--- config.mk ---
export PLATFORM = sky130hd
export DESIGN_NAME = tpcg_unit
export DESIGN_NICKNAME = d
export VERILOG_FILES = /design/src/hdl/tpcg_pkg.sv /design/src/hdl/tpcg_pat_if.sv /design/src/hdl/tpcg_pattern.sv /design/src/hdl/tpcg_unit.sv
export SDC_FILE = /design/constraint.sdc
export NUM_CORES = 1
export LEC_CHECK = 0
export BUFFER_PORTS_ARGS = -buffer_cell sky130_fd_sc_hd__buf_4
export CAP_MARGIN = 25
export CORE_MARGIN = 5
export CORE_UTILIZATION = 50
export CTS_CLUSTER_DIAMETER = 80
export CTS_CLUSTER_SIZE = 25
export DETAILED_ROUTE_END_ITERATION = 10
export PLACE_DENSITY = 0.68
export RECOVER_POWER = 100
export REMOVE_ABC_BUFFERS = 1
export SETUP_SLACK_MARGIN = 0.5
export SYNTH_ARGS = -nofsm -noshare
export SYNTH_HDL_FRONTEND = slang
export SYNTH_HIERARCHICAL = 1
export SYNTH_SLANG_ARGS = --single-unit
--- constraint.sdc ---
create_clock -name ref_clk -period 3.4 [get_ports ref_clk]
set_clock_uncertainty 0.2 [all_clocks]
set_input_delay 0.68 -clock ref_clk [delete_from_list [all_inputs] [get_ports ref_clk]]
set_output_delay 0.68 -clock ref_clk [all_outputs]
set_load 0.01 [all_outputs]
--- src/hdl/tpcg_pkg.sv ---
// tpcg_pkg: register map, field layout, reset values and pattern style codes
package tpcg_pkg;
   // ==========================================================
   // register offsets
   localparam logic [7:0] OFS_STYLE = 8'h0A;
   localparam logic [7:0] OFS_LANE = 8'h0B;
   localparam logic [7:0] OFS_CHK_HIGH = 8'h0C;
   localparam logic [7:0] OFS_CHK_LOW = 8'h0D;
   localparam logic [7:0] OFS_CHK_REF = 8'h0E;
   localparam logic [7:0] OFS_INJECT = 8'h0F;
   localparam logic [7:0] OFS_TALLY_LO = 8'h10;
   localparam logic [7:0] OFS_TALLY_HI = 8'h11;
   localparam logic [7:0] OFS_GEN_BYTE = 8'h12;
   localparam logic [7:0] OFS_STATUS = 8'h1F;
   // ==========================================================
   // field layout
   localparam int SLOT_W = 7;
   localparam int LANE_W = 5;
   localparam int STYLE_W = 4;
   localparam int TALLY_W = 16;
   localparam int GEN_STYLE_LSB = 4;
   localparam int CHK_STYLE_LSB = 0;
   localparam int DONE_BIT = 0;
   // ==========================================================
   // reset values
   localparam logic [7:0] RST_BYTE = 8'h00;
   localparam logic [SLOT_W-1:0] RST_SLOT = 7'h00;
   localparam logic [LANE_W-1:0] RST_LANE = 5'h00;
   localparam logic [TALLY_W-1:0] RST_TALLY = 16'h0000;
   localparam logic [TALLY_W-1:0] TALLY_MAX = 16'hFFFF;
   // ==========================================================
   // pattern styles and pseudo-random sequence
   localparam logic [STYLE_W-1:0] STYLE_MARK = 4'h0;
   localparam logic [STYLE_W-1:0] STYLE_ALT = 4'hC;
   localparam logic [STYLE_W-1:0] STYLE_FIXED = 4'hF;
   localparam int PRBS_LEN = 11;
   localparam int TAP_A = 10;
   localparam int TAP_B = 8;
   localparam logic [PRBS_LEN-1:0] PRBS_SEED = 11'h7FF;
endpackage : tpcg_pkg

--- src/hdl/tpcg_pat_if.sv ---
// tpcg_pat_if: request and answer between a pattern user and the pattern engine
`timescale 1ns/10ps
interface tpcg_pat_if;
   import tpcg_pkg::*;
   logic [STYLE_W-1:0] style;
   logic [7:0] user_byte;
   logic [2:0] bit_idx;
   logic [PRBS_LEN-1:0] hist;
   logic expect_bit;
   modport client (output style, output user_byte, output bit_idx, output hist,
      input expect_bit);
   modport engine (input style, input user_byte, input bit_idx, input hist,
      output expect_bit);
endinterface : tpcg_pat_if

--- src/hdl/tpcg_pattern.sv ---
// tpcg_pattern: expected pattern bit for a given style and bit position
`timescale 1ns/10ps
module tpcg_pattern import tpcg_pkg::*; (
   tpcg_pat_if.engine p
);
   // ==========================================================
   // pattern select
   always_comb begin
      case (p.style)
         STYLE_MARK: p.expect_bit = 1'b1;
         STYLE_ALT: p.expect_bit = ~p.bit_idx[0];
         // user byte sent msb first
         STYLE_FIXED: p.expect_bit = p.user_byte[3'h7 - p.bit_idx];
         // one shared sequence stands in for every pseudo-random style
         default: p.expect_bit = p.hist[TAP_A] ^ p.hist[TAP_B];
      endcase
   end
endmodule : tpcg_pattern

--- src/hdl/tpcg_unit.sv ---
// tpcg_unit: test-pattern checker, generator, error injection and tally
`timescale 1ns/10ps
module tpcg_unit import tpcg_pkg::*; #(
   parameter int NUM_LANES = 32
) (
   input wire logic ref_clk,
   input wire logic rst,
   input wire logic [7:0] host_addr,
   input wire logic host_wr,
   input wire logic host_rd,
   input wire logic [7:0] host_wdata,
   input wire logic hw_bit_clk,
   input wire logic hw_frame,
   input wire logic [NUM_LANES-1:0] rx_lanes,
   output logic [7:0] host_rdata,
   output logic tx_bit,
   output logic inject_done
);
   // ==========================================================
   // pin synchronisers
   logic clk_s1, clk_s2, clk_s3;
   logic frame_s1, frame_s2;
   logic [NUM_LANES-1:0] lanes_s1, lanes_s2;

   always_ff @(posedge ref_clk) begin
      if (rst) begin
         clk_s1 <= 1'b0;
         clk_s2 <= 1'b0;
         clk_s3 <= 1'b0;
         frame_s1 <= 1'b0;
         frame_s2 <= 1'b0;
         lanes_s1 <= '0;
         lanes_s2 <= '0;
      end else begin
         clk_s1 <= hw_bit_clk;
         clk_s2 <= clk_s1;
         clk_s3 <= clk_s2;
         frame_s1 <= hw_frame;
         frame_s2 <= frame_s1;
         lanes_s1 <= rx_lanes;
         lanes_s2 <= lanes_s1;
      end
   end

   // bit sampled on rising highway clock edge
   logic tick;
   assign tick = clk_s2 & ~clk_s3;

   // ==========================================================
   // state
   logic [7:0] style, chk_ref, gen_byte, inject;
   logic [LANE_W-1:0] lane;
   logic [SLOT_W-1:0] chk_low, chk_high, slot;
   logic [2:0] bit_idx;
   logic [TALLY_W-1:0] tally, snap;
   logic [PRBS_LEN-1:0] gen_hist, chk_hist;
   logic [7:0] next_style, next_chk_ref, next_gen_byte, next_inject, next_host_rdata;
   logic [LANE_W-1:0] next_lane;
   logic [SLOT_W-1:0] next_chk_low, next_chk_high, next_slot;
   logic [2:0] next_bit_idx;
   logic [TALLY_W-1:0] next_tally, next_snap;
   logic [PRBS_LEN-1:0] next_gen_hist, next_chk_hist;
   logic next_tx_bit, next_inject_done;

   // ==========================================================
   // pattern engines
   tpcg_pat_if gen_if ();
   tpcg_pat_if chk_if ();
   logic [2:0] cur_bit;
   logic [SLOT_W-1:0] cur_slot;

   assign cur_bit = frame_s2 ? 3'h0 : bit_idx;
   assign cur_slot = frame_s2 ? RST_SLOT : slot;
   assign gen_if.style = style[GEN_STYLE_LSB +: STYLE_W];
   assign gen_if.user_byte = gen_byte;
   assign gen_if.bit_idx = cur_bit;
   assign gen_if.hist = gen_hist;
   assign chk_if.style = style[CHK_STYLE_LSB +: STYLE_W];
   assign chk_if.user_byte = chk_ref;
   assign chk_if.bit_idx = cur_bit;
   assign chk_if.hist = chk_hist;

   tpcg_pattern u_gen (.p(gen_if.engine));
   tpcg_pattern u_chk (.p(chk_if.engine));

   // ==========================================================
   // datapath terms
   logic in_window, chk_on, rx_now, mismatch, rd_low, wr_inj, inj_go, finish;

   // no wrap-around window; lower above upper checks nothing
   assign in_window = (cur_slot >= chk_low) && (cur_slot <= chk_high);
   assign chk_on = tick && in_window;
   assign rx_now = lanes_s2[lane];
   assign mismatch = chk_on && (rx_now != chk_if.expect_bit);
   assign rd_low = host_rd && (host_addr == OFS_TALLY_LO);
   assign wr_inj = host_wr && (host_addr == OFS_INJECT);
   // only on bit 0 of a slot, so one error per slot at most
   assign inj_go = tick && (cur_bit == 3'h0) && (inject != RST_BYTE) && !wr_inj;
   assign finish = inj_go && (inject == 8'h01);

   // ==========================================================
   // next-state
   always_comb begin
      next_style = style;
      next_lane = lane;
      next_chk_high = chk_high;
      next_chk_low = chk_low;
      next_chk_ref = chk_ref;
      next_gen_byte = gen_byte;
      next_inject = inject;
      next_host_rdata = host_rdata;
      next_bit_idx = bit_idx;
      next_slot = slot;
      next_gen_hist = gen_hist;
      next_chk_hist = chk_hist;
      next_tx_bit = tx_bit;
      next_snap = snap;
      // a new count written in the same cycle beats the decrement
      if (wr_inj) begin
         next_inject = host_wdata;
      end else if (inj_go) begin
         next_inject = inject - 8'h01;
      end
      if (host_wr) begin
         case (host_addr)
            OFS_STYLE: next_style = host_wdata;
            OFS_LANE: next_lane = host_wdata[LANE_W-1:0];
            OFS_CHK_HIGH: next_chk_high = host_wdata[SLOT_W-1:0];
            OFS_CHK_LOW: next_chk_low = host_wdata[SLOT_W-1:0];
            OFS_CHK_REF: next_chk_ref = host_wdata;
            OFS_GEN_BYTE: next_gen_byte = host_wdata;
            default: next_style = style;
         endcase
      end
      if (host_rd) begin
         case (host_addr)
            OFS_STYLE: next_host_rdata = style;
            OFS_LANE: next_host_rdata = {3'h0, lane};
            OFS_CHK_HIGH: next_host_rdata = {1'b0, chk_high};
            OFS_CHK_LOW: next_host_rdata = {1'b0, chk_low};
            OFS_CHK_REF: next_host_rdata = chk_ref;
            OFS_INJECT: next_host_rdata = inject;
            OFS_TALLY_LO: next_host_rdata = tally[7:0];
            OFS_TALLY_HI: next_host_rdata = snap[15:8];
            OFS_GEN_BYTE: next_host_rdata = gen_byte;
            OFS_STATUS: next_host_rdata = {7'h00, inject_done};
            default: next_host_rdata = RST_BYTE;
         endcase
      end
      // low read latches the whole count; mismatch this cycle starts the new one
      if (rd_low) begin
         next_snap = tally;
         next_tally = {{(TALLY_W-1){1'b0}}, mismatch};
      end else if (mismatch && tally != TALLY_MAX) begin
         next_tally = tally + 16'h0001;
      end else begin
         next_tally = tally;
      end
      if (tick) begin
         next_bit_idx = cur_bit + 3'h1;
         next_slot = (cur_bit == 3'h7) ? cur_slot + 7'h01 : cur_slot;
         next_gen_hist = {gen_hist[PRBS_LEN-2:0], gen_if.expect_bit};
         next_tx_bit = gen_if.expect_bit ^ inj_go;
      end
      if (chk_on) begin
         next_chk_hist = {chk_hist[PRBS_LEN-2:0], rx_now};
      end
      // completion wins over a clear in the same cycle
      next_inject_done = finish ||
         (inject_done && !(host_wr && host_addr == OFS_STATUS && host_wdata[DONE_BIT]));
   end

   always_ff @(posedge ref_clk) begin
      if (rst) begin
         style <= RST_BYTE;
         lane <= RST_LANE;
         chk_high <= RST_SLOT;
         chk_low <= RST_SLOT;
         chk_ref <= RST_BYTE;
         gen_byte <= RST_BYTE;
         inject <= RST_BYTE;
         host_rdata <= RST_BYTE;
         bit_idx <= 3'h0;
         slot <= RST_SLOT;
         gen_hist <= PRBS_SEED;
         chk_hist <= PRBS_SEED;
         tx_bit <= 1'b1;
         tally <= RST_TALLY;
         snap <= RST_TALLY;
         inject_done <= 1'b0;
      end else begin
         style <= next_style;
         lane <= next_lane;
         chk_high <= next_chk_high;
         chk_low <= next_chk_low;
         chk_ref <= next_chk_ref;
         gen_byte <= next_gen_byte;
         inject <= next_inject;
         host_rdata <= next_host_rdata;
         bit_idx <= next_bit_idx;
         slot <= next_slot;
         gen_hist <= next_gen_hist;
         chk_hist <= next_chk_hist;
         tx_bit <= next_tx_bit;
         tally <= next_tally;
         snap <= next_snap;
         inject_done <= next_inject_done;
      end
   end
endmodule : tpcg_unit

=== Word level (Yosys, flattened, before mapping) ===
Cells that the tools add are included.

* Register bits after elaboration: 194
* Bits of input ports: 54
* Logic and storage cells: 102

* $add $sub $neg: 5
* Magnitude comparators: 4
* Equality and inequality tests: 18
* Muxes and demuxes: 16
* Bitwise operators: 6
* Reductions and logical operators: 29

{| class="wikitable"
|+ Operators by type and width
! operator !! count
|-
| one-hot mux 8 bit (10 select lines) || 1
|-
| equality test 8 x 4 -> 1 bit (second input constant) || 6
|-
| equality test 8 x 5 -> 1 bit (second input constant) || 4
|-
| adder 16 x 1 -> 16 bit (second input constant) || 1
|-
| equality test 4 bit (second input constant) || 4
|-
| two-way mux 8 bit || 2
|-
| inequality test 16 bit (second input constant) || 1
|-
| two-way mux 7 bit || 2
|-
| logical AND 1 bit || 13
|-
| AND reduction 2 bit || 6
|-
| equality test 8 x 1 -> 1 bit (second input constant) || 1
|-
| zero test 4 bit || 2
|-
| nonzero test 8 bit || 1
|-
| subtractor 8 x 1 -> 8 bit (second input constant) || 1
|-
| adder 7 x 1 -> 7 bit (second input constant) || 1
|-
| >= comparator 7 bit || 1
|-
| less-or-equal comparator 7 bit || 1
|-
| binary-select mux 1 bit (select 3 bit) || 2
|-
| less-than comparator 5 x 6 -> 1 bit (second input constant) || 1
|-
| one-hot mux 1 bit (3 select lines) || 2
|-
| binary-select mux 1 bit (select 5 bit) || 1
|-
| two-way mux 1 bit || 5
|-
| less-than comparator 3 x 4 -> 1 bit (second input constant) || 1
|-
| nonzero test 2 bit || 2
|-
| other kinds (12) || 16
|}

=== Longest topological paths before layout ===
Gate-level depths: netlist of the first run.

* Depth after elaboration: 10
* Mapped depth: 13
* Mapped depth without buffers: 11

=== By module ===
The synthesis of the first run kept the hierarchy.

{| class="wikitable"
|+ Modules (own cells, without submodules)
! module !! times used !! cells an instance !! area an instance (µm²) !! sequential area each (µm²)
|-
| tpcg_unit || 1 || 877 || 7,890.1 || 3,723.6
|-
| tpcg_pattern || 2 || 18 || 142.6 || 0.0
|}

=== Worst setup path after synthesis of the first run ===
OpenSTA, ideal clock, no wires.

* Path type: register -> register
* Start point: register frame_s2
* End point: register tally[11]
* Data arrival time: 3,374 ps
* Data required time: 3,130 ps
* Slack: -244 ps
* Cell stages (with the launch flop): 13
* Buffers on the path: 3
* Period minus slack after synthesis: 3,644 ps
* Path through: dfxtp_1 > buf_6 > clkbuf_1 > nor2b_1 > mux4_1 > inv_1 > a2111oi_1 > or4_1 > or3_1 > nand2_1 > clkbuf_1 > o21ai_0 > a21oi_1

* Longest elaborated chain between the ends: 8

{| class="wikitable"
|+ RTL lines
! item !! line !! source
|-
| from (decl) || tpcg_unit.sv:22 || <nowiki>logic frame_s1, frame_s2;</nowiki>
|-
| from (signal assigned) || tpcg_unit.sv:39 || <nowiki>frame_s2 <= frame_s1;</nowiki>
|-
| two-way mux 3 bit * || tpcg_unit.sv:72 || <nowiki>assign cur_bit = frame_s2 ? 3'h0 : bit_idx;</nowiki>
|-
| named net chk_if.bit_idx[0] || tpcg_pat_if.sv:7 || <nowiki>logic [2:0] bit_idx;</nowiki>
|-
| subtractor 3 bit || tpcg_pattern.sv:13 || <nowiki>STYLE_FIXED: p.expect_bit = p.user_byte[3'h7 - p.bit_idx];</nowiki>
|-
| binary-select mux 1 bit (select 3 bit) || tpcg_pattern.sv:13 ||
|-
| two-way mux 1 bit (not written as such) || tpcg_pattern.sv:13 ||
|-
| one-hot mux 1 bit (3 select lines) * || tpcg_pattern.sv:9 || <nowiki>case (p.style)</nowiki>
|-
| named net chk_if.expect_bit || tpcg_pat_if.sv:9 || <nowiki>logic expect_bit;</nowiki>
|-
| inequality test 1 bit * || tpcg_unit.sv:94 || <nowiki>assign mismatch = chk_on && (rx_now != chk_if.expect_bit);</nowiki>
|-
| logical AND 1 bit * || tpcg_unit.sv:94 ||
|-
| logical AND 1 bit * || tpcg_unit.sv:154 || <nowiki>end else if (mismatch && tally != TALLY_MAX) begin</nowiki>
|-
| to (signal assigned) || tpcg_unit.sv:205 || <nowiki>tally <= next_tally;</nowiki>
|-
| to (decl) || tpcg_unit.sv:55 || <nowiki>logic [TALLY_W-1:0] tally, snap;</nowiki>
|}

The timed path passes the listed nets; every way through them passes the cells marked *. The select of a mux whose other input is x is not followed.
A chain may end at the register's enable or synchronous reset.

=== Worst setup path after layout of the first run ===
* Start point: register frame_s2
* End point: register tx_bit

* Longest elaborated chain between the ends: 6

{| class="wikitable"
|+ RTL lines
! item !! line !! source
|-
| two-way mux 3 bit * || tpcg_unit.sv:72 ||
|-
| named net chk_if.bit_idx[0] || tpcg_pat_if.sv:7 ||
|-
| subtractor 3 bit || tpcg_pattern.sv:13 ||
|-
| binary-select mux 1 bit (select 3 bit) || tpcg_pattern.sv:13 ||
|-
| two-way mux 1 bit (not written as such) || tpcg_pattern.sv:13 ||
|-
| one-hot mux 1 bit (3 select lines) * || tpcg_pattern.sv:9 ||
|-
| named net gen_if.expect_bit || tpcg_pat_if.sv:9 ||
|-
| XOR 1 bit * || tpcg_unit.sv:163 || <nowiki>next_tx_bit = gen_if.expect_bit ^ inj_go;</nowiki>
|-
| to (signal assigned) || tpcg_unit.sv:204 || <nowiki>tx_bit <= next_tx_bit;</nowiki>
|-
| to (decl) || tpcg_unit.sv:16 || <nowiki>output logic tx_bit,</nowiki>
|}

Marks and branches as above.

==> results of run 1 <==
## flip-flops by register name (all words and copies together), names as in the netlist, 3 cells and up
signal            count
lanes_s1             32
lanes_s2             32
tally                16
chk_hist             11
gen_hist             11
chk_if.user_byte      8
gen_byte              8
host_rdata            8
inject                8
snap                  8
style                 8
chk_high              7
chk_low               7
slot                  7
lane                  5
bit_idx               3
## power by group through the flow
| stage | registers (mW) | logic (mW) | clock network [mW] |
|---|---|---|---|
| 2_1_floorplan | 2.31 | 0.129 | 0 |
| 4_1_cts | 2.26 | 0.287 | 2.03 |
| 6_report | 2.26 | 0.292 | 1.99 |
| 5_1_grt | 2.27 | 0.321 | 2.12 |
| 3_3_place_gp | 2.31 | 0.279 | 0 |
| 3_5_place_dp | 2.31 | 0.281 | 0 |
## repair_timing
action | 4_1_cts | 5_1_grt
buffers inserted | 1 | 7
gates resized for setup | 18 | 25
endpoints found under the setup margin | 16 | 19
gates cloned | 1 | 1
pin swaps | 6 | 15
hold buffers | 0 | 0
## cell usage after synthesis, types with 3 or more instances
cell type                  number
sky130_fd_sc_hd__or2_2          3
sky130_fd_sc_hd__buf_2          3
sky130_fd_sc_hd__o31ai_1        7
sky130_fd_sc_hd__and2_1        17
sky130_fd_sc_hd__nand3_1       41
sky130_fd_sc_hd__inv_1         15
sky130_fd_sc_hd__nand2_1      106
sky130_fd_sc_hd__a211oi_1      11
sky130_fd_sc_hd__nand4_1       14
sky130_fd_sc_hd__or3_1          8
sky130_fd_sc_hd__a211o_1       13
sky130_fd_sc_hd__nor3_1         8
sky130_fd_sc_hd__o21ai_0       20
sky130_fd_sc_hd__nor2b_1       80
sky130_fd_sc_hd__xnor2_1        8
sky130_fd_sc_hd__or4_1         11
sky130_fd_sc_hd__xor2_1         6
sky130_fd_sc_hd__o21ai_1        3
sky130_fd_sc_hd__dfxtp_1      186
sky130_fd_sc_hd__and3_1         4
sky130_fd_sc_hd__mux2_2         6
sky130_fd_sc_hd__nand3b_1      14
sky130_fd_sc_hd__clkbuf_1      46
sky130_fd_sc_hd__nor2_1        63
sky130_fd_sc_hd__a21oi_1       78
sky130_fd_sc_hd__mux2i_1       51
sky130_fd_sc_hd__a222oi_1       6
sky130_fd_sc_hd__ha_1          13
sky130_fd_sc_hd__nor3b_1        3
sky130_fd_sc_hd__a22oi_1       10
sky130_fd_sc_hd__a22o_1         4
sky130_fd_sc_hd__nand2b_1      16
## area by class of cell
class | instances | area [um2] | area share
well taps | 216 | 270.3 | 0.02793
multi-input cells | 663 | 4334 | 0.4479
inverters | 15 | 58.81 | 0.006077
clock buffers | 17 | 425.4 | 0.04396
repair buffers | 95 | 684.4 | 0.07073
clock inverters | 15 | 175.2 | 0.01810
flip-flops and latches | 186 | 3729 | 0.3853
## metrics by stage
stage | setup TNS (ns) | power, mW
floorplan | -0.5487 | 2.437
global placement | 0 | 2.591
detailed placement | 0 | 2.594
CTS | 0 | 4.578
global route | 0 | 4.714
finish | 0 | 4.545
## layer usage
layer,share of wire,vias up,track usage
met4,0.031,0,0.08507
met1,0.44,3100,0.2824
met2,0.47,246,0.3362
met5,0,-,0
met3,0.058,52,0.03955
li1,-,3333,-
## logic make-up (layout without fill, tap and decap cells)
group / Yosys count / in the layout
buf+inv: 66 / 142
simple gates: 399 / 401
flops: 186 / 186
xor+xnor: 14 / 14
compound gates: 172 / 172
mux: 61 / 61
fa+ha+maj: 15 / 15
## worst max-delay path: stages, from the launching register on
cell,delay [ns]
sky130_fd_sc_hd__dfxtp_4,0.37
sky130_fd_sc_hd__nor2b_2,0.15
sky130_fd_sc_hd__clkbuf_1,0.49
sky130_fd_sc_hd__mux4_1,0.64
sky130_fd_sc_hd__inv_1,0.11
sky130_fd_sc_hd__a2111oi_1,0.08
sky130_fd_sc_hd__or4_1,0.49
sky130_fd_sc_hd__a21oi_1,0.15
sky130_fd_sc_hd__nor3_1,0.07
sky130_fd_sc_hd__a211o_1,0.26
## worst paths after layout
check	start	endpoint	slack, ns	cells past startpoint
max	frame_s2	tx_bit	0.29	9
min	lanes_s1[5]	lanes_s2[5]	0.23	1
max reg2reg	frame_s2	tx_bit	0.29	9
min reg2reg	lanes_s1[5]	lanes_s2[5]	0.23	1
==> results.txt, run 1 <==
The synthesized-area fraction occupied by adder cells is 0.02250. The number of max-slew violations in the final report came to 173. The final count of hold timing violations came out at 0.

For this design the total switching power over the nets is 1.120 mW. The number of placement rows is 46. The total global routing overflow came out at 0. The wire length of the first global-routing pass is 31590 um.

For the pin with the worst max-slew slack, the measured transition is 1.816 ns. In the post-synthesis netlist, the biggest area contributors are sky130_fd_sc_hd__dfxtp_1 (46%), sky130_fd_sc_hd__mux2i_1 (6.2%), sky130_fd_sc_hd__nor2b_1 (6.1%). The routed layout has 6731 vias. The critical path is of the flop to flop type. Of the available clock period, the critical path in the final layout requires 0.9158.

The tightest min-delay check is of the flop to flop type. The overall fraction of global-route tracks in use is 0.2107. The final antenna diode count came out at 0.

The synthesized design contains 0 enable-type register cells. The multiplexer fraction of the synthesized cell area is 0.08264. The kind of capture point of the worst setup path is a flop. The placer's final routability congestion estimate is 0.9067. The die boundary width came out at 137.9 um.

Summing every instance area after synthesis gives 0.008175 mm2. Among all flip-flop cells after synthesis, the most frequent one is sky130_fd_sc_hd__dfxtp_1. The fraction of the mapped netlist area in simple logic gates came out at 0.2554. The synthesized netlist cell count is 913. Of the total synthesized cell area, the portion taken by XOR and XNOR cells is 0.01500. The remaining routing DRC violations is 0. The share of total power dissipated in combinational logic is 0.064. The average size of a mapped cell is 8.954 um2. The buffer cell driving the clock tree root is sky130_fd_sc_hd__clkbuf_16.

The reported leakage power came out at 3.645 nW. The count of synthesis-stage warnings from yosys is 6. The number of flip-flops and latches in the synthesized netlist came out at 186. The share of synthesized registers carrying an async set or reset is 0. The maximum fanout encountered on the critical timing path is 10. The post-synthesis compound-gate area fraction was 0.1373. Of the cells placed in the final design, the portion with a size suffix greater than 1 is 0.1574. The pin count of the biggest net entering global routing is 173. STA puts the critical path data required time at 3.52 ns. The area of the core came out at 0.01594 mm2.

At the end of the flow, the number of nets in the layout was 1045. Internal power comes to 3.424 mW. The number of levels the H-tree was split into is 4. From synthesis to final layout, the design area changed by 18.37%. For this block, the routed nets add up to 19730 um of wire. The switching share of power came out at 0.2465. The number of buffers inserted by port buffering is 63. The final reports fail on max-capacitance violations, max-slew violations.

Fill cells in the final layout number 1450. The share of the core filled with cells in the final layout is 0.6070. The starting DRC count in detailed routing is 572. STA classifies the critical path startpoint as a flop. Setup repair after global routing could not meet its margin everywhere. The clock-pin slew on the worst setup and hold paths is 0.08 ns. The number of endpoints failing setup at the final stage is 0. The via count of the first global-routing pass came out at 6067.

The sequential share of power is 0.498. Before antenna repair, the detailed router went through 8 iterations. The max-capacitance violation count came out at 1. The maximum buffer depth of the clock tree came out at 2. The signal arrival time at the worst endpoint is 3.23 ns. The flow ran to the end, but the final reports show violations.

Prior to clock tree synthesis, the placed netlist has a worst setup slack of 0.08303 ns. The fraction of the yosys area taken by sequential cells came out at 0.4555. The starting utilization of the core area is 0.5128. The HPWL after detailed placement is 13420 um.

The number of placed instances with taps included came out at 1165. The synthesized design spends more area on one cell type than any other, namely sky130_fd_sc_hd__dfxtp_1. The die area is 0.01901 mm2.

Measured along the y axis, the die boundary spans 137.9 um. The final cell area excluding filler cells came out at 0.009677 mm2. After synthesis, the largest family of logic cells by area is simple AND/OR/NAND/NOR gates.

The worst path setup slack after routing came out at 0.2864 ns. Based on the critical path, the design can be clocked at up to 321.2 MHz. The number of non-filler instances in the completed layout is 1207. The number of clock buffers added by TritonCTS is 17.

The most common cell after layout, fill and taps aside is sky130_fd_sc_hd__dfxtp_1. Pin placement for this block handled 64 I/O pins. The area of placed instances is 0.008909 mm2. Across all hold checks on the routed design, the worst slack comes to 0.2317 ns.

The library cells used most frequently in the layout, excluding fill and tap cells, are sky130_fd_sc_hd__dfxtp_1 (184), sky130_fd_sc_hd__nand2_1 (105), sky130_fd_sc_hd__nor2b_1 (79), sky130_fd_sc_hd__a21oi_1 (76), sky130_fd_sc_hd__buf_4 (73). After layout, the minimum clock period comes to 3.114 ns. The area share of the leading cell type in the synthesized netlist came out at 0.4555.

The clock network fraction of total power is 0.438. The source-to-sink clock delay at the later pin of the worst-skew pair came out at 0.43 ns. Clock tree synthesis found a total of 186 sinks. Synthesis instantiated 60 different standard cells from the library. The CTS tree is done. After detailed routing, the average wire length per cell comes to 16.35 um. The mean number of vias per cell is 5.577. The number of antenna violations at the first check in global routing is 0. The number of routed nets with antenna violations is 0.

The total power density per cell area is 469.6 mW/mm2. The worst vdd rail ir drop is 0.3478 mV. The normalized max-slew margin is -0.2109.
Note: power is estimated with default switching activity, not from simulation.
==> inputs of run 2 (changes only) <==
Settings changed: GPL_TIMING_DRIVEN from default to 0, PLACE_DENSITY 0.68 to 0.79.
==> run 2 against run 1 <==
The flow now finishes without violations. Largest power group unchanged. Critical endpoint is now tally[3]. Non-clock buffer count decreased by 2. Highest routed layer unchanged. Final area grew 1.1%. Combinational power grew 5%.
==> results.txt, run 2 (synthesis results as in run 1) <==
The worst flop-to-flop path endpoint was tally[3] (was tx_bit). The sequential share of power came to 0.494 (was 0.498). The biggest cell delay along the critical path is 0.49 ns (was 0.64 ns). The most common cell after layout, fill and taps aside is sky130_fd_sc_hd__dfxtp_1 (unchanged).

The number of antenna violations at the first check in global routing came out at 0 (unchanged). The clock network fraction of total power is 0.440 (was 0.438). The type of the worst min-delay path is flop to flop (unchanged). The number of buffers inserted by port buffering came to 63 (unchanged). The total wirelength of the detailed-routed design came out at 19910 um (was 19730 um). The switching share of power was 0.2621 (was 0.2465). The overall fraction of global-route tracks in use is 0.2100 (was 0.2107). The combined buffer and inverter count along the critical path is 3 (was 2). The number of cells traversed by the worst register-to-register path came to 12 (was 9).

The cell family contributing the most delay on the critical path is simple AND/OR/NAND/NOR gates (unchanged). The sink count of the clock tree came out at 186 (unchanged). The hold path depth came out at 1 (unchanged). The sequential cell area is 0.003730 mm2 (was 0.003729 mm2). Most frequent cells in the layout: sky130_fd_sc_hd__dfxtp_1 (183), sky130_fd_sc_hd__nand2_1 (104), sky130_fd_sc_hd__nor2b_1 (77), sky130_fd_sc_hd__a21oi_1 (76), sky130_fd_sc_hd__buf_4 (69) (was sky130_fd_sc_hd__dfxtp_1 (184), sky130_fd_sc_hd__nand2_1 (105), sky130_fd_sc_hd__nor2b_1 (79), sky130_fd_sc_hd__a21oi_1 (76), sky130_fd_sc_hd__buf_4 (73)).

The final count of hold timing violations is 0 (unchanged). The total of fill cells in the finished design came out at 1315 (was 1450). The signal arrival time at the worst endpoint is 3.28 ns (was 3.23 ns). The number of routed nets with antenna violations came out at 0 (unchanged).

Status: finished clean (was finished, violations left). The source-to-sink clock delay at the later pin of the worst-skew pair is 0.44 ns (was 0.43 ns). The wire length of the first global-routing pass came to 31200 um (was 31590 um). The worst slack after detailed placement is -0.8814 ns (was 0.08303 ns). The maximum clock rate is 322.4 MHz (was 321.2 MHz).

The TritonCTS buffer count came out at 17 (unchanged). The max-capacitance violation count is 0 (was 1). The CTS tree is done (unchanged). Setup repair after global routing missed its margin: yes (unchanged). The flop-to-flop setup slack was 0.30 ns (was 0.29 ns). The area of the core came out at 0.01594 mm2 (unchanged). The switching power is 1.202 mW (was 1.120 mW). The area of the multi-input gates was 0.004407 mm2 (was 0.004334 mm2).

The hold-fix buffer count after cts is 0 (unchanged). The buffer cell driving the clock tree root was sky130_fd_sc_hd__clkbuf_16 (unchanged). The placer's final routability congestion estimate is 0.8905 (was 0.9067). The fraction of layout cells with a size suffix above 1 came to 0.1678 (was 0.1574). The master of the slowest instance on the critical path was sky130_fd_sc_hd__or4_4 (was sky130_fd_sc_hd__mux4_1). The number of levels the H-tree was split into is 4 (unchanged). The normalized max-slew margin came out at 0.3661 (was -0.2109). The die area is 0.01901 mm2 (unchanged). The worst min-delay path startpoint is lanes_s1[19] (was lanes_s1[5]). The detailed-placement wirelength estimate is 12690 um (was 13420 um).

The critical path depth in cells came out at 12 (was 9). The type of origin of the critical path is a flop (unchanged). The total number of vias is 6825 (was 6731). The combinational cell fraction of total power was 0.067 (was 0.064). Cell breakdown of the critical path: nand2b_1 -> inv_6 -> mux2_1 -> nor3b_2 -> a2111oi_2 -> or4_4 -> o21ai_4 -> buf_4 -> buf_12 -> nand2_4 -> or4_1 -> nand2_1 (was nor2b_2 -> clkbuf_1 -> mux4_1 -> inv_1 -> a2111oi_1 -> or4_1 -> a21oi_1 -> nor3_1 -> a211o_1). The share of the clock period used by the worst path is 0.9122 (was 0.9158).

The share of the core filled with cells in the final layout came out at 0.6136 (was 0.6070). The count of TritonRoute iterations in the first routing pass came out at 6 (was 8). The data required time of the critical path is 3.58 ns (was 3.52 ns). The slew of the pin with the lowest slew margin came out at 0.9430 ns (was 1.816 ns). The reported leakage power is 3.666 nW (was 3.645 nW). The pin count of the biggest net entering global routing was 92 (was 173). The net count of the finished layout came to 1043 (was 1045).

Leading registers by flop count: lanes_s1 x32, lanes_s2 x32, tally x16 (unchanged). The maximum fanout encountered on the critical timing path is 9 (was 10). The wire length per cell after detailed routing came to 16.53 um (was 16.35 um). The critical path class was flop to flop (unchanged). The number of max-slew violations in the final report came out at 0 (was 173). The number of non-filler instances in the completed layout came out at 1205 (was 1207). The vertical die dimension came out at 137.9 um (unchanged).

The clock-pin slew on the worst setup and hold paths is 0.08 ns (about the same). The layout overhead on the synthesized area was 19.67% (was 18.37%). The number of placed instances with taps included was 1144 (was 1165). The beginning of the worst register-to-register path is frame_s2 (unchanged). The end point of the worst hold path was lanes_s2[19] (was lanes_s2[5]). The number of placed I/O pins came out at 64 (unchanged). The final period demand of the worst path came to 3.101 ns (was 3.114 ns). The cell-internal power is 3.385 mW (was 3.424 mW).

The total power density per cell area came out at 468.9 mW/mm2 (was 469.6 mW/mm2). The starting DRC count in detailed routing came out at 630 (was 572). The number of placement rows came out at 46 (unchanged). The starting utilization of the core area is 0.5128 (unchanged). The die boundary width is 137.9 um (unchanged). The via count of the first global-routing pass is 6226 (was 6067). The worst vdd rail ir drop is 0.4570 mV (was 0.3478 mV). The kind of capture point of the worst setup path is a flop (unchanged).

The maximum buffer depth of the clock tree is 2 (unchanged). The total global routing overflow is 0 (unchanged). The remaining routing DRC violations is 0 (unchanged). The number of endpoints failing setup at the final stage came out at 0 (unchanged). The final antenna diode count was 0 (unchanged). The worst path setup slack after routing is 0.2985 ns (was 0.2864 ns).

The mean number of vias per cell is 5.664 (was 5.577).
run 2: timing repair:
| action | 4_1_cts | 5_1_grt |
|---|---|---|
| endpoints found under the setup margin | 49 | 20 |
| gates cloned | 1 | 1 |
| gates resized for setup | 37 | 19 |
| buffers inserted | 17 | 10 |
| pin swaps | 15 | 16 |
run 2: cell type report:
class / count / share of cell area
Clock inverter: 15 / 0.01918
Clock buffer: 17 / 0.04348
Timing Repair Buffer: 93 / 0.07175
Tap cell: 216 / 0.02763
Inverter: 15 / 0.006267
Sequential cell: 186 / 0.3813
Multi-Input combinational cell: 663 / 0.4504
run 2: routing by layer:
metal | routed length (um) | vias up | GRT usage
met5 | 0 | - | 0
met4 | 853 | 0 | 0.09824
met3 | 1588 | 65 | 0.04971
met2 | 9364 | 307 | 0.3416
met1 | 8107 | 3118 | 0.2638
li1 | - | 3335 | -
run 2: worst max path at each step:
stage	from	end	slack (ns)
4_1_cts	frame_s2	tally[13]	0.44
3_3_place_gp	frame_s2	tally[15]	-0.88
6_report	frame_s2	tally[3]	0.30
3_5_place_dp	frame_s2	tally[5]	-0.88
5_1_grt	frame_s2	tx_bit	0.17
2_1_floorplan	frame_s2	tally[13]	-0.08
run 2: power by group through the flow:
stage          sequential (mW)  combinational (mW)  clock [mW]
2_1_floorplan             2.31               0.129           0
3_3_place_gp              2.31               0.260           0
3_5_place_dp              2.31               0.269           0
4_1_cts                   2.26               0.292        2.03
5_1_grt                   2.27               0.334        2.13
6_report                  2.26               0.307        2.02
run 2: per-stage QoR:
step | TNS [ns] | hold slack, ns | power [mW] | instance area [um2]
after detailed placement | -14.55 | 0.2212 | 2.584 | 8771
final | 0 | 0.2366 | 4.588 | 9783
after CTS | 0 | 0.2332 | 4.583 | 9671
after floorplan | -0.5487 | 0.2138 | 2.437 | 7973
after global placement | -33.12 | 0.2161 | 2.572 | 8716
after global routing | 0 | 0.2347 | 4.734 | 9783
